## src/hw/mtw_defines.svh

```systemverilog
// offsets, field positions, reset values and fixed figures for the
// message target window control block; definitions only.
`ifndef MTW_DEFINES_SVH
`define MTW_DEFINES_SVH

// register offsets (byte addresses, low 12 bits decoded)
`define MTW_OFF_CTL        12'h500
`define MTW_OFF_XLATE      12'h504
`define MTW_OFF_BASE       12'h510
`define MTW_OFF_STATUS     12'h514

// control register fields
`define MTW_CTL_WINDOW_ON  31
`define MTW_CTL_SUBST_ON   30
`define MTW_CTL_BAR_VIS    29
`define MTW_CTL_SIZE_HI    27
`define MTW_CTL_SIZE_LO    24
`define MTW_CTL_RDC_HI     20
`define MTW_CTL_RDC_LO     16
`define MTW_CTL_GLOBAL     15
`define MTW_CTL_NOCACHE    14
`define MTW_CTL_WRC_HI     12
`define MTW_CTL_WRC_LO     8
`define MTW_CTL_RETAIN     7
`define MTW_CTL_END_HI     6
`define MTW_CTL_END_LO     5
`define MTW_CTL_ALIAS      4
`define MTW_CTL_AMT_HI     2
`define MTW_CTL_AMT_LO     0
`define MTW_CTL_RESET      32'h000a_0240
`define MTW_CTL_WMASK      32'hef1f_dff7

// upper 16 bits hold base and translated address
`define MTW_UPPER_MASK     32'hffff_0000
`define MTW_MIN_SIZE_LOG2  16
`define MTW_SHELL_LIMIT    32'h0000_1000
`define MTW_SHELL_BYTES    8'h08
`define MTW_MIN_BYTES      8'h08
`define MTW_MAX_AMT        3'h4
`define MTW_END_BIG        2'h2
`define MTW_END_ADDR_LE    2'h1
`define MTW_BUF_WORDS      32
`define MTW_RESP_OKAY      2'h0
`define MTW_RESP_SLVERR    2'h2

`endif

```

## src/hw/mtw_pkg.sv

```systemverilog
// types shared by the message target window control block.
// assumes mtw_defines.svh sits on the include path.
package mtw_pkg;

  typedef struct packed {
    logic        write;
    logic        multiple;
    logic [31:0] addr;
    logic [31:0] wdata;
    logic [3:0]  be;
  } mtw_pci_req_t;

  typedef struct packed {
    logic        claimed;
    logic        shell;
    logic [31:0] rdata;
  } mtw_pci_rsp_t;

  typedef struct packed {
    logic        write;
    logic [31:0] addr;
    logic [4:0]  txn_code;
    logic        pbus_global_pin_n;
    logic        pbus_cache_inhibit_pin_n;
    logic [7:0]  bytes;
    logic [31:0] wdata;
    logic [3:0]  be;
  } mtw_pbus_req_t;

  typedef enum logic [2:0] {
    MTW_IDLE,
    MTW_DECODE,
    MTW_ISSUE,
    MTW_FILL,
    MTW_PEEK,
    MTW_ANSWER
  } mtw_state_t;

endpackage

```

## src/hw/mtw_prefetch_mem.sv

```systemverilog
// prefetch data store: one write port, one read port, registered read.
// assumes writer and reader share clk; no reset on the array.
`timescale 1ns/1ns
module mtw_prefetch_mem (
  input  wire logic        clk,
  input  wire logic        wr_en,
  input  wire logic [4:0]  wr_idx,
  input  wire logic [31:0] wr_data,
  input  wire logic [4:0]  rd_idx,
  output logic      [31:0] rd_data
);
  logic [31:0] words [0:31];

  always_ff @(posedge clk) begin
    if (wr_en) begin
      words[wr_idx] <= wr_data;
    end
  end

  always_ff @(posedge clk) begin
    rd_data <= words[rd_idx];
  end
endmodule

```

## src/hw/mtw_ctl.sv

```systemverilog
// message target window control: claims window memory cycles, steers
// them to the processor bus, and keeps prefetched read data.
// assumes pci and processor bus request logic run on clk; registers
// reached over axi4-lite.
//
// Local design decision: the AXI4-Lite interface to the registers.
`timescale 1ns/1ns
`include "mtw_defines.svh"
module mtw_ctl (
  input  wire logic                   clk,
  input  wire logic                   rst_n,
  input  wire logic [31:0]            s_awaddr,
  input  wire logic                   s_awvalid,
  output logic                        s_awready,
  input  wire logic [31:0]            s_wdata,
  input  wire logic [3:0]             s_wstrb,
  input  wire logic                   s_wvalid,
  output logic                        s_wready,
  output logic [1:0]                  s_bresp,
  output logic                        s_bvalid,
  input  wire logic                   s_bready,
  input  wire logic [31:0]            s_araddr,
  input  wire logic                   s_arvalid,
  output logic                        s_arready,
  output logic [31:0]                 s_rdata,
  output logic [1:0]                  s_rresp,
  output logic                        s_rvalid,
  input  wire logic                   s_rready,
  input  wire logic                   cfg_load,
  input  wire logic                   cfg_bar_visible,
  input  wire logic [3:0]             cfg_size_code,
  input  wire logic                   pci_req_valid,
  output logic                        pci_req_ready,
  input  wire mtw_pkg::mtw_pci_req_t  pci_req,
  output logic                        pci_rsp_valid,
  output mtw_pkg::mtw_pci_rsp_t       pci_rsp,
  output logic                        pbus_req_valid,
  input  wire logic                   pbus_req_ready,
  output mtw_pkg::mtw_pbus_req_t      pbus_req,
  input  wire logic                   pbus_rd_valid,
  input  wire logic [31:0]            pbus_rd_data
);
  function automatic logic [31:0] win_mask(input logic [3:0] code);
    win_mask = 32'hffff_ffff << (`MTW_MIN_SIZE_LOG2 + int'(code));
  endfunction

  function automatic logic [31:0] lane_merge(input logic [31:0] old,
                                              input logic [31:0] nw,
                                              input logic [3:0]  strb);
    lane_merge = old;
    for (int i = 0; i < 4; i++) begin
      if (strb[i]) begin
        lane_merge[i*8 +: 8] = nw[i*8 +: 8];
      end
    end
  endfunction

  // little-endian modes swap lanes; the munged mode keeps lanes
  function automatic logic [31:0] conv_data(input logic [1:0]  mode,
                                            input logic [31:0] d);
    if (mode == `MTW_END_BIG || mode == `MTW_END_ADDR_LE) begin
      conv_data = d;
    end else begin
      conv_data = {d[7:0], d[15:8], d[23:16], d[31:24]};
    end
  endfunction

  logic [31:0]         ctl;
  logic [31:0]         xlate;
  logic [31:0]         base;
  logic                base_written;
  logic                aw_held;
  logic                w_held;
  logic [31:0]         aw_addr;
  logic [31:0]         w_data;
  logic [3:0]          w_strb;
  logic                do_write;
  mtw_pkg::mtw_state_t state;
  mtw_pkg::mtw_pci_req_t cur;
  logic [4:0]          fill_cnt;
  logic [5:0]          fill_words;
  logic [4:0]          rd_idx;
  logic [31:0]         mem_rdata;
  logic                buf_valid;
  logic [31:0]         buf_next;
  logic [4:0]          buf_idx;
  logic [5:0]          buf_words;
  logic                cur_hit;
  logic                cur_shell;
  logic                buf_hit;
  logic [31:0]         mask;
  logic [1:0]          end_mode;
  logic [7:0]          bytes;
  logic [31:0]         xaddr;
  logic [31:0]         base_wr_val;

  assign do_write = aw_held && w_held && !s_bvalid;
  assign mask     = win_mask(ctl[`MTW_CTL_SIZE_HI:`MTW_CTL_SIZE_LO]);
  assign cur_hit  = ctl[`MTW_CTL_WINDOW_ON] &&
                    ((cur.addr & mask) == (base & mask));
  assign cur_shell = (cur.addr & ~mask) < `MTW_SHELL_LIMIT;
  assign buf_hit  = buf_valid && (cur.addr == buf_next);
  assign end_mode = cur_shell ? `MTW_END_BIG
                  : ctl[`MTW_CTL_END_HI:`MTW_CTL_END_LO];
  assign base_wr_val = lane_merge(base, w_data, w_strb) & `MTW_UPPER_MASK;

  // translated address: with substitution on, the compared upper bits are replaced outside the shell, and bit 2 flips in address little-endian mode
  always_comb begin
    xaddr = cur.addr;
    if (ctl[`MTW_CTL_SUBST_ON] && !cur_shell) begin
      xaddr = (xlate & mask) | (cur.addr & ~mask);
    end
    if (end_mode == `MTW_END_ADDR_LE) begin
      xaddr = xaddr ^ 32'h0000_0004;
    end
  end

  // prefetch amount in bytes
  always_comb begin
    bytes = `MTW_MIN_BYTES;
    if (cur_shell) begin
      bytes = `MTW_SHELL_BYTES;
    end else if ((cur.multiple || ctl[`MTW_CTL_ALIAS]) &&
                 ctl[`MTW_CTL_AMT_HI:`MTW_CTL_AMT_LO] <= `MTW_MAX_AMT) begin
      bytes = `MTW_MIN_BYTES << ctl[`MTW_CTL_AMT_HI:`MTW_CTL_AMT_LO];
    end
  end

  // axi write address and data capture, either order
  always_ff @(posedge clk) begin
    if (!rst_n) begin
      aw_held   <= 1'b0;
      s_awready <= 1'b1;
      aw_addr   <= 32'h0000_0000;
    end else if (s_awvalid && s_awready) begin
      aw_held   <= 1'b1;
      s_awready <= 1'b0;
      aw_addr   <= s_awaddr;
    end else if (do_write) begin
      aw_held   <= 1'b0;
      s_awready <= 1'b1;
    end
  end

  always_ff @(posedge clk) begin
    if (!rst_n) begin
      w_held   <= 1'b0;
      s_wready <= 1'b1;
      w_data   <= 32'h0000_0000;
      w_strb   <= 4'h0;
    end else if (s_wvalid && s_wready) begin
      w_held   <= 1'b1;
      s_wready <= 1'b0;
      w_data   <= s_wdata;
      w_strb   <= s_wstrb;
    end else if (do_write) begin
      w_held   <= 1'b0;
      s_wready <= 1'b1;
    end
  end

  always_ff @(posedge clk) begin
    if (!rst_n) begin
      s_bvalid <= 1'b0;
      s_bresp  <= `MTW_RESP_OKAY;
    end else if (do_write) begin
      s_bvalid <= 1'b1;
      case (aw_addr[11:0])
        `MTW_OFF_CTL, `MTW_OFF_XLATE, `MTW_OFF_BASE,
        `MTW_OFF_STATUS: s_bresp <= `MTW_RESP_OKAY;
        default:         s_bresp <= `MTW_RESP_SLVERR;
      endcase
    end else if (s_bready) begin
      s_bvalid <= 1'b0;
    end
  end

  // control register, window enable and configuration load
  always_ff @(posedge clk) begin
    if (!rst_n) begin
      ctl <= `MTW_CTL_RESET;
    end else begin
      if (do_write && aw_addr[11:0] == `MTW_OFF_CTL) begin
        ctl <= lane_merge(ctl, w_data, w_strb) & `MTW_CTL_WMASK;
      end else if (do_write && aw_addr[11:0] == `MTW_OFF_BASE &&
                   ctl[`MTW_CTL_BAR_VIS]) begin
        if (base_wr_val == 32'h0000_0000) begin
          ctl[`MTW_CTL_WINDOW_ON] <= 1'b0;
        end else if (!base_written) begin
          ctl[`MTW_CTL_WINDOW_ON] <= 1'b1;
        end
      end
      if (cfg_load) begin
        ctl[`MTW_CTL_BAR_VIS] <= cfg_bar_visible;
        ctl[`MTW_CTL_SIZE_HI:`MTW_CTL_SIZE_LO] <= cfg_size_code;
      end
    end
  end

  always_ff @(posedge clk) begin
    if (!rst_n) begin
      xlate        <= 32'h0000_0000;
      base         <= 32'h0000_0000;
      base_written <= 1'b0;
    end else if (do_write) begin
      if (aw_addr[11:0] == `MTW_OFF_XLATE) begin
        xlate <= lane_merge(xlate, w_data, w_strb) & `MTW_UPPER_MASK;
      end
      if (aw_addr[11:0] == `MTW_OFF_BASE && ctl[`MTW_CTL_BAR_VIS]) begin
        base         <= base_wr_val;
        base_written <= 1'b1;
      end
    end
  end

  // axi read: answer one cycle after the address is taken
  always_ff @(posedge clk) begin
    if (!rst_n) begin
      s_arready <= 1'b1;
      s_rvalid  <= 1'b0;
      s_rdata   <= 32'h0000_0000;
      s_rresp   <= `MTW_RESP_OKAY;
    end else if (s_arvalid && s_arready) begin
      s_arready <= 1'b0;
      s_rvalid  <= 1'b1;
      s_rresp   <= `MTW_RESP_OKAY;
      case (s_araddr[11:0])
        `MTW_OFF_CTL:    s_rdata <= ctl;
        `MTW_OFF_XLATE:  s_rdata <= xlate;
        `MTW_OFF_BASE:   s_rdata <= ctl[`MTW_CTL_BAR_VIS] ? base
                                    : 32'h0000_0000;
        `MTW_OFF_STATUS: s_rdata <= {26'h000_0000, buf_valid,
                                     base_written, 1'b0, state};
        default: begin
          s_rdata <= 32'h0000_0000;
          s_rresp <= `MTW_RESP_SLVERR;
        end
      endcase
    end else if (s_rvalid && s_rready) begin
      s_rvalid  <= 1'b0;
      s_arready <= 1'b1;
    end
  end

  // transaction sequencing
  always_ff @(posedge clk) begin
    if (!rst_n) begin
      state <= mtw_pkg::MTW_IDLE;
    end else begin
      case (state)
        mtw_pkg::MTW_IDLE:
          if (pci_req_valid && pci_req_ready) begin
            state <= mtw_pkg::MTW_DECODE;
          end
        mtw_pkg::MTW_DECODE:
          if (!cur_hit) begin
            state <= mtw_pkg::MTW_IDLE;
          end else if (!cur.write && buf_hit) begin
            state <= mtw_pkg::MTW_PEEK;
          end else begin
            state <= mtw_pkg::MTW_ISSUE;
          end
        mtw_pkg::MTW_ISSUE:
          if (pbus_req_ready) begin
            state <= cur.write ? mtw_pkg::MTW_IDLE : mtw_pkg::MTW_FILL;
          end
        mtw_pkg::MTW_FILL:
          if (pbus_rd_valid && {1'b0, fill_cnt} == fill_words - 6'h01) begin
            state <= mtw_pkg::MTW_PEEK;
          end
        mtw_pkg::MTW_PEEK:   state <= mtw_pkg::MTW_ANSWER;
        mtw_pkg::MTW_ANSWER: state <= mtw_pkg::MTW_IDLE;
        default:             state <= mtw_pkg::MTW_IDLE;
      endcase
    end
  end

  // pci side handshake and answer
  always_ff @(posedge clk) begin
    if (!rst_n) begin
      pci_req_ready <= 1'b1;
      pci_rsp_valid <= 1'b0;
      pci_rsp       <= '0;
      cur           <= '0;
    end else begin
      pci_rsp_valid <= 1'b0;
      if (state == mtw_pkg::MTW_IDLE && pci_req_valid && pci_req_ready) begin
        cur           <= pci_req;
        pci_req_ready <= 1'b0;
      end
      if (state == mtw_pkg::MTW_DECODE && !cur_hit) begin
        pci_rsp_valid <= 1'b1;
        pci_rsp       <= '0;
        pci_req_ready <= 1'b1;
      end
      if (state == mtw_pkg::MTW_ISSUE && pbus_req_ready && cur.write) begin
        pci_rsp_valid <= 1'b1;
        pci_rsp       <= '{claimed: 1'b1, shell: cur_shell, rdata: 32'h0};
        pci_req_ready <= 1'b1;
      end
      if (state == mtw_pkg::MTW_ANSWER) begin
        pci_rsp_valid <= 1'b1;
        pci_rsp <= '{claimed: 1'b1, shell: cur_shell,
                     rdata: conv_data(end_mode, mem_rdata)};
        pci_req_ready <= 1'b1;
      end
    end
  end

  // processor bus request, held until taken
  always_ff @(posedge clk) begin
    if (!rst_n) begin
      pbus_req_valid <= 1'b0;
      pbus_req       <= '0;
    end else if (state == mtw_pkg::MTW_DECODE && cur_hit &&
                 (cur.write || !buf_hit)) begin
      pbus_req_valid    <= 1'b1;
      pbus_req.write    <= cur.write;
      pbus_req.addr     <= xaddr;
      pbus_req.txn_code <= cur.write
                           ? ctl[`MTW_CTL_WRC_HI:`MTW_CTL_WRC_LO]
                           : ctl[`MTW_CTL_RDC_HI:`MTW_CTL_RDC_LO];
      pbus_req.pbus_global_pin_n <= ctl[`MTW_CTL_GLOBAL];
      pbus_req.pbus_cache_inhibit_pin_n <= ctl[`MTW_CTL_NOCACHE];
      pbus_req.bytes    <= cur.write ? 8'h04 : bytes;
      pbus_req.wdata    <= conv_data(end_mode, cur.wdata);
      pbus_req.be       <= cur.be;
    end else if (pbus_req_valid && pbus_req_ready) begin
      pbus_req_valid <= 1'b0;
    end
  end

  // fill count and prefetch bookkeeping
  always_ff @(posedge clk) begin
    if (!rst_n) begin
      fill_cnt   <= 5'h00;
      fill_words <= 6'h00;
      rd_idx     <= 5'h00;
      buf_valid  <= 1'b0;
      buf_next   <= 32'h0000_0000;
      buf_idx    <= 5'h00;
      buf_words  <= 6'h00;
    end else begin
      case (state)
        mtw_pkg::MTW_DECODE:
          if (!cur.write) begin
            if (cur_hit && buf_hit) begin
              rd_idx <= buf_idx;
            end else begin
              buf_valid  <= 1'b0;
              fill_cnt   <= 5'h00;
              fill_words <= 6'(bytes >> 2);
              rd_idx     <= 5'h00;
            end
          end
        mtw_pkg::MTW_FILL:
          if (pbus_rd_valid) begin
            fill_cnt  <= fill_cnt + 5'h01;
            buf_words <= fill_words;
          end
        mtw_pkg::MTW_ANSWER: begin
          buf_valid <= ctl[`MTW_CTL_RETAIN] && !cur_shell &&
                       ({1'b0, rd_idx} + 6'h01 < buf_words);
          buf_next  <= cur.addr + 32'h0000_0004;
          buf_idx   <= rd_idx + 5'h01;
        end
        default: begin
        end
      endcase
    end
  end

  mtw_prefetch_mem u_mem (
    .clk     (clk),
    .wr_en   (state == mtw_pkg::MTW_FILL && pbus_rd_valid),
    .wr_idx  (fill_cnt),
    .wr_data (pbus_rd_data),
    .rd_idx  (rd_idx),
    .rd_data (mem_rdata)
  );

endmodule

```

## config.mk

```make
export PLATFORM = sky130hd
export DESIGN_NAME = mtw_ctl
export DESIGN_NICKNAME = d
export VERILOG_FILES = /design/src/hw/mtw_pkg.sv /design/src/hw/mtw_prefetch_mem.sv /design/src/hw/mtw_ctl.sv
export VERILOG_INCLUDE_DIRS = /design/src /design/src/hw
export SDC_FILE = /design/constraint.sdc
export NUM_CORES = 2
export LEC_CHECK = 0
export ABC_AREA = 1
export BUFFER_PORTS_ARGS = -buffer_cell sky130_fd_sc_hd__buf_2
export CORE_AREA = 2 2 315 317
export CTS_CLUSTER_SIZE = 24
export DETAILED_ROUTE_END_ITERATION = 8
export DIE_AREA = 0 0 317 319
export GPL_ROUTABILITY_DRIVEN = 0
export PLACE_DENSITY = 0.84
export SYNTH_ARGS = -nofsm -noshare
export SYNTH_HDL_FRONTEND = slang
export SYNTH_SLANG_ARGS = --single-unit
export TNS_END_PERCENT = 1
```

## constraint.sdc

```tcl
create_clock -name clk -period 4.33 [get_ports clk]
set_clock_uncertainty 0.2 [all_clocks]
set_input_delay 0.2165 -clock clk [delete_from_list [all_inputs] [get_ports clk]]
set_output_delay 0.2165 -clock clk [all_outputs]
set_load 0.02 [all_outputs]
```

### After elaboration in Yosys (flattened, before gate mapping)

Memory sizes are Yosys's and may differ from the RTL's. A register that Yosys moved wholly into a read port is not among the register bits.
Index checks and enable logic that the tools add are counted.

| word-level totals | value |
|---|---|
| output and inout port bits | 162 |
| logic and storage cells | 229 |
| memories kept | 1 |
| memory bits (read-only) | 0 |
| RAM bits | 1024 |
| flip-flop bits (word level) | 404 |
| bits in latches | 0 |

| cells by class | value |
|---|---|
| shifts and indexed selects | 2 |
| multiply operators | 0 |
| reduce and logical (&&, ||, !) cells | 68 |
| $add $sub $neg | 6 |
| divide/modulo/power cells | 0 |
| equal/unequal tests | 26 |
| bitwise gates (word level) | 10 |
| mux-type cells | 63 |
| magnitude comparators | 3 |

Memory list:

| memory | words | bits a word | rd ports | clocked after memory_dff | write ports | RTL line | RTL |
|---|---|---|---|---|---|---|---|
| u_mem.words | 32 | 32 | 1 | 1 | 1 | mtw_prefetch_mem.sv:12 | `logic [31:0] words [0:31];` |

Operators by type and width:

| kind | count |
|---|---|
| $and A32 B32 Y32 | 4 |
| $mux W32 | 4 |
| $pmux W32 S4 | 1 |
| $mux W34 | 3 |
| $eq A12 B11 Y1 const B | 8 |
| $eq A32 B32 Y1 | 2 |
| $mux W8 | 8 |
| $add A32 B3 Y32 const B | 1 |
| $logic_not A32 Y1 | 1 |
| $lt A32 B13 Y1 const B | 1 |
| $not A32 Y32 | 1 |
| $or A32 B32 Y32 | 1 |
| $shl A32 B6 Y32 const A | 1 |
| $mux W30 | 1 |
| $mux W5 | 6 |
| $logic_and A1 B1 Y1 | 29 |
| $mux W1 | 26 |
| $reduce_bool A2 Y1 | 10 |
| $mux W3 | 6 |
| $reduce_and A3 Y1 | 6 |
| $reduce_and A2 Y1 | 8 |
| $pmux W3 S5 | 1 |
| $ne A2 B2 Y1 const B | 7 |
| $reduce_or A4 Y1 | 3 |
| 24 further kinds | 39 |

### Logic depth before layout (Yosys ltp)

| logic depth | value |
|---|---|
| depth in word-level cells | 10 |
| gate-level depth with buffers | 19 |
| gate-level depth less buffers | 16 |

### By module

A second synthesis with hierarchy kept.

| unflattened totals | value |
|---|---|
| cells, all modules | 6146 |
| area total of the unflattened synthesis | 60334.1 um^2 |

By module, submodules not included:

| module | times used | cells an instance | area each (um^2) |
|---|---|---|---|
| mtw_prefetch_mem | 1 | 3536 | 42405.7 |
| mtw_ctl | 1 | 2610 | 17928.4 |

### Least setup slack after synthesis

Ideal clock, no wire load.

| path | value |
|---|---|
| kind | register to register |
| start point | register state[1] |
| end point | memory u_mem.words[0][0], enable pin |
| arrival time | 2878 ps |
| path slack | 831 ps |
| stages on the path, launching flop included | 8 |
| data required time | 3709 ps |
| cells stage by stage | dfxtp_1 inv_1 nor3_1 inv_1 nor2_1 clkbuf_1 nand2_1 nor2_1 |

| between the ends | value |
|---|---|
| cells in the longest elaborated chain, start to end | 4 |

RTL lines:

| element | RTL line | RTL |
|---|---|---|
| start, declared | mtw_ctl.sv:78 | `mtw_pkg::mtw_state_t state;` |
| start signal, assigned | mtw_ctl.sv:248 | `state <= mtw_pkg::MTW_IDLE;` |
| start signal, assigned | mtw_ctl.sv:253 | `state <= mtw_pkg::MTW_DECODE;` |
| start signal, assigned | mtw_ctl.sv:257 | `state <= mtw_pkg::MTW_IDLE;` |
| $eq A3 B2 Y1 | mtw_ctl.sv:375 | `.wr_en (state == mtw_pkg::MTW_FILL && pbus_rd_valid),` |
| $logic_and A1 B1 Y1 | mtw_ctl.sv:375 |  |
| $mux W1 | mtw_prefetch_mem.sv:15 | `if (wr_en) begin` |
| $mux W1 (not written as such) | mtw_prefetch_mem.sv:16 | `words[wr_idx] <= wr_data;` |
| end, declared | mtw_prefetch_mem.sv:12 |  |

No other way between the ends.

### Worst setup path after layout

| path | value |
|---|---|
| start point | register ctl[27] |
| end point | register pci_rsp[0] in the netlist's numbering |

| between the ends | value |
|---|---|
| cells in the longest elaborated chain, start to end | 10 |
| elaborated cells between the ends (all ways) | 18 |

RTL lines:

| element | RTL line | RTL |
|---|---|---|
| start, declared | mtw_ctl.sv:68 | `logic [31:0] ctl;` |
| start signal, assigned | mtw_ctl.sv:181 | `` ctl <= `MTW_CTL_RESET; `` |
| start signal, assigned | mtw_ctl.sv:184 | `` ctl <= lane_merge(ctl, w_data, w_strb) & `MTW_CTL_WMASK; `` |
| start signal, assigned by index | mtw_ctl.sv:194 | `` ctl[`MTW_CTL_BAR_VIS] <= cfg_bar_visible; `` |
| $add A5 B4 Y6 (no source line) (*) | -- |  |
| $shl A32 B6 Y32 (*) | mtw_ctl.sv:44 | `` win_mask = 32'hffff_ffff << (`MTW_MIN_SIZE_LOG2 + int'(code)); `` |
| $not A32 Y32 | mtw_ctl.sv:101 | `` assign cur_shell = (cur.addr & ~mask) < `MTW_SHELL_LIMIT; `` |
| $and A32 B32 Y32 | mtw_ctl.sv:101 |  |
| $lt A32 B13 Y1 (no source line) | -- |  |
| $mux W2 | mtw_ctl.sv:103 | `` assign end_mode = cur_shell ? `MTW_END_BIG `` |
| $eq A2 B2 Y1 (no source line) / $eq A2 B1 Y1 (equally long branches) | -- |  |
| $logic_or A1 B1 Y1 (no source line) | -- |  |
| $mux W32 | mtw_ctl.sv:61 | `` if (mode == `MTW_END_BIG \|\| mode == `MTW_END_ADDR_LE) begin `` |
| $mux W34 | mtw_ctl.sv:301 | `if (state == mtw_pkg::MTW_ANSWER) begin` |
| end signal, assigned | mtw_ctl.sv:298 | `pci_rsp <= '{claimed: 1'b1, shell: cur_shell, rdata: 32'h0};` |
| end signal, assigned | mtw_ctl.sv:303 | `pci_rsp <= '{claimed: 1'b1, shell: cur_shell,` |
| end, declared | mtw_ctl.sv:36 | `output mtw_pkg::mtw_pci_rsp_t pci_rsp,` |

Every way passes the cells marked *; elsewhere a longest branch is shown, timed or not.
A chain may end at the register's enable or synchronous reset.

==> impl_results.md <==
* Status: complete, but fails checks
* Failing checks: capacitance limit, slew limit
* CP bufs+invs at 3
* Worst setup margin at 595 ps
* Critical path's slowest cell: inv_1
* Sw frac at 0.224
* Share of cells above drive strength 1 at 0.110
* Wire length per cell at 24.1 um
* Via count at 47828
* Number of synthesized flops with an enable pin at 1024
* Cell depth of the worst setup path at 15
* CP delay by family, top: simple AND/OR/NAND/NOR gates
* Sink Count at 1449
* Req. time, crit path at 4780 ps
* # setup viols final at 0
* DRT Pass-1 Iters at 7
* Post-synthesis sequential area ratio at 0.673
* Setup crit start: ctl[27]
* Starting Density at 0.597
* Die Width at 317 um
* Pre-CTS setup slack at 860 ps
* Netlist cell types at 49
* Vias per cell at 6.41
* Reg2Reg Launch Point: ctl[27]
* DIE HEIGHT at 319 um
* Final Hold Vio Count at 0
* Hpwl dp at 99.5 mm
* Minimum clock period at 3730 ps
* Worst-path cell chain: inv_2 -> nand2_1 -> nand2_1 -> inv_1 -> nand2_1 -> o21ai_0 -> nor2_1 -> nand2_1 -> nor2_4 -> nor2_1 -> ha_4 -> inv_1 -> nand2_1 -> o21ai_0 -> o21ai_0
* Min-Delay Path Class: in2reg
* Combinational fraction of design power at 0.044
* Area growth, synth to finish at 17.1%
* CP Max Fanout at 51
* Crit path top cell by count: nand2_1
* Design Power at 28400 uW
* Post-synthesis cell count at 5616
* Die area at 101000 um2
* Leak at 0.0249 uW
* Initial DRC count at 7674
* Clk_lat worst skew at 780 ps
* Routed Antenna Nets at 0
* Core area at 97700 um2
* Fin. max-slew vios at 2
* Worst reg2reg endpoint: pci_rsp[0]
* # port buffers at 331
* P_sw at 6360 uW
* Setup TNS at 0 ps
* # Max-Cap Violations at 1
* Crit-path max cell delay at 610 ps
* Clk network pwr share at 0.423
* Global route overflow at 0
* Setup CP Type: reg2reg
* Final wirelength at 180 mm
* Sequential Power Share at 0.533
* Worst-margin pin slew at 1580 ps
* Synth async-reset ratio at 0
* CTS tree: yes
* Synth Flop Type: edfxtp_1
* I/O Pins at 380
* Mean Syn Cell Area at 10.4 um2
* Post-CTS setup buffers at 0
* Synth warn at 0
* Arrival time worst endpoint at 4180 ps
* Layout Cells excl Fill at 7459
* Drt drc at 0
* Largest net degree at the start of global routing at 213
* Initial antenna violation count at 13
* Final Util at 0.700
* Clock Path Buffers at 3
* FMAX at 268 MHz
* GRT Total Usage at 0.347
* R2r setup slk at 600 ps
* RSZ-0062 raised after global routing: no
* Max-slew headroom at -0.0659
* Global-route wire length before repair at 266 mm
* Worst IR Drop VDD at 0.000483 V
* Layout Nets at 6281
* Worst setup path end: pci_rsp[0]
* Register-to-Register Path Depth at 15
* Startpoint Class: register
* Power Internal at 22000 uW
* H-tree lvl count at 4
* Fin crit share at 0.863
* Synthesized area at 58400 um2
* Clock Tree Root: clkbuf_16
* Num CTS Buffers at 144
* Inst Count DP at 6958
* Power per cell area at 415 nW/um2
* Worst setup EP type: register
* Vias in the first global route at 45974
* #FFs+latches synth at 1449
* Reg clk slew, reported paths at 60 ps
* # rows at 115
-- layout make-up --
cell class	count	area [um2]
antenna	7	17.5
clock buffer	193	3910
clock inverter	67	582
fill	6232	29400
inverter	292	1110
multi-input combinational	3509	16700
sequential	1449	39300
tap	1287	1610
timing repair buffer	655	5110
-- worst reg2reg max path, delay by kind of cell (launching register included) --
kind,cells,cell delay (ps)
and+or+nand+nor,8,1070
buffers and inverters,3,860
adders and majority gates,1,590
AOI/OAI and AO/OA,3,520
DFF,1,400
-- worst min path at each step --
| stage | startpoint | endpoint | slack, ps | cells after the start |
|---|---|---|---|---|
| global placement | pci_rsp[32] | pci_rsp[32] | 230 | 2 |
| detailed placement | pci_rsp[32] | pci_rsp[32] | 230 | 2 |
| CTS | s_bready | s_bvalid | 20 | 5 |
| finish | s_bready | s_bvalid | 60 | 5 |
| floorplan | pbus_rd_data[0] | u_mem.words[0][0] | 120 | 0 |
| global route | s_wdata[21] | w_data[21] | 80 | 4 |
-- metrics by stage --
step,cell area [um2],hold slack [ps]
2_1_floorplan,58400,115
3_3_place_gp,61500,234
3_5_place_dp,61500,231
4_1_cts,68300,18.3
5_1_grt,68300,82.9
6_report,68300,57.6
-- cell families (layout without fill, tap and decap cells) --
logic type | count (synthesis) | count (layout) | synth area share
xor+xnor | 35 | 35 | 0.00525
mux | 2 | 2 | 0.000343
other cells | 1 | 13 | 0.0000643
buf+inv | 663 | 1207 | 0.0453
flops | 1449 | 1449 | 0.673
fa+ha+maj | 12 | 12 | 0.00257
compound gates | 1646 | 1646 | 0.152
simple gates | 1808 | 1808 | 0.122
-- power groups by stage --
stage / registers (uW) / logic, uW / clock network (uW)
after detailed placement: 15400 / 999 / 0
final: 15100 / 1250 / 12000
after global routing: 15100 / 1360 / 12500
after floorplan: 15300 / 608 / 0
after global placement: 15400 / 973 / 0
after CTS: 15100 / 1190 / 12000
-- per-layer routing --
layer  vias up  wire length (um)  share of wire  global-route usage
met3       872             23000           0.13              0.0838
met5         -                74        0.00041                   0
li1      20590                 -              -                   -
met2      4012             83400           0.46               0.549
met4         8             13100          0.073               0.226
met1     22346             60400           0.34               0.427
-- sequential cells by signal, indices dropped and copies added, names as in the netlist, 12 cells and up --
name           cells
w_data            30
s_rdata           30
buf_next          32
pbus_req          81
cur               70
aw_addr           12
ctl               26
pci_rsp           34
u_mem.words     1024
base              16
xlate             16
u_mem.rd_data     32
-- Yosys cell counts (all sizes together), types with 6 or more instances --
cell type,n,area share
clkinv,8,0.00054
nor4,7,0.00075
a21oi,219,0.019
nor3,34,0.0033
xor2,30,0.0045
ha,12,0.0026
nand3,71,0.0062
buf,65,0.0068
o31ai,11,0.0014
inv,284,0.018
nand2,636,0.041
or2,6,0.00064
o221ai,10,0.0015
a211oi,36,0.0046
o21ai,1022,0.088
dfxtp,425,0.15
nor2,1014,0.065
nand4,33,0.0035
o22ai,319,0.034
a31oi,9,0.00096
edfxtp,1024,0.53
clkbuf,306,0.020
-- placed cells by master, fill, tap and decap left out, types with 219 or more instances in the layout --
cell and instances:
a21oi_1 219, buf_2 330, dfxtp_1 420, dlygate4sd3_1 234, edfxtp_1 1024, inv_1 277, nand2_1 633, nor2_1 978
o21ai_0 992, o22ai_1 319
-- repair_timing --
| action | in CTS | in global routing |
|---|---|---|
| gates resized for setup | 0 | 0 |
| hold buffers | 234 | 0 |
| endpoints found under the hold margin | 1223 | 0 |
Note: power is estimated with default switching activity, not from simulation.
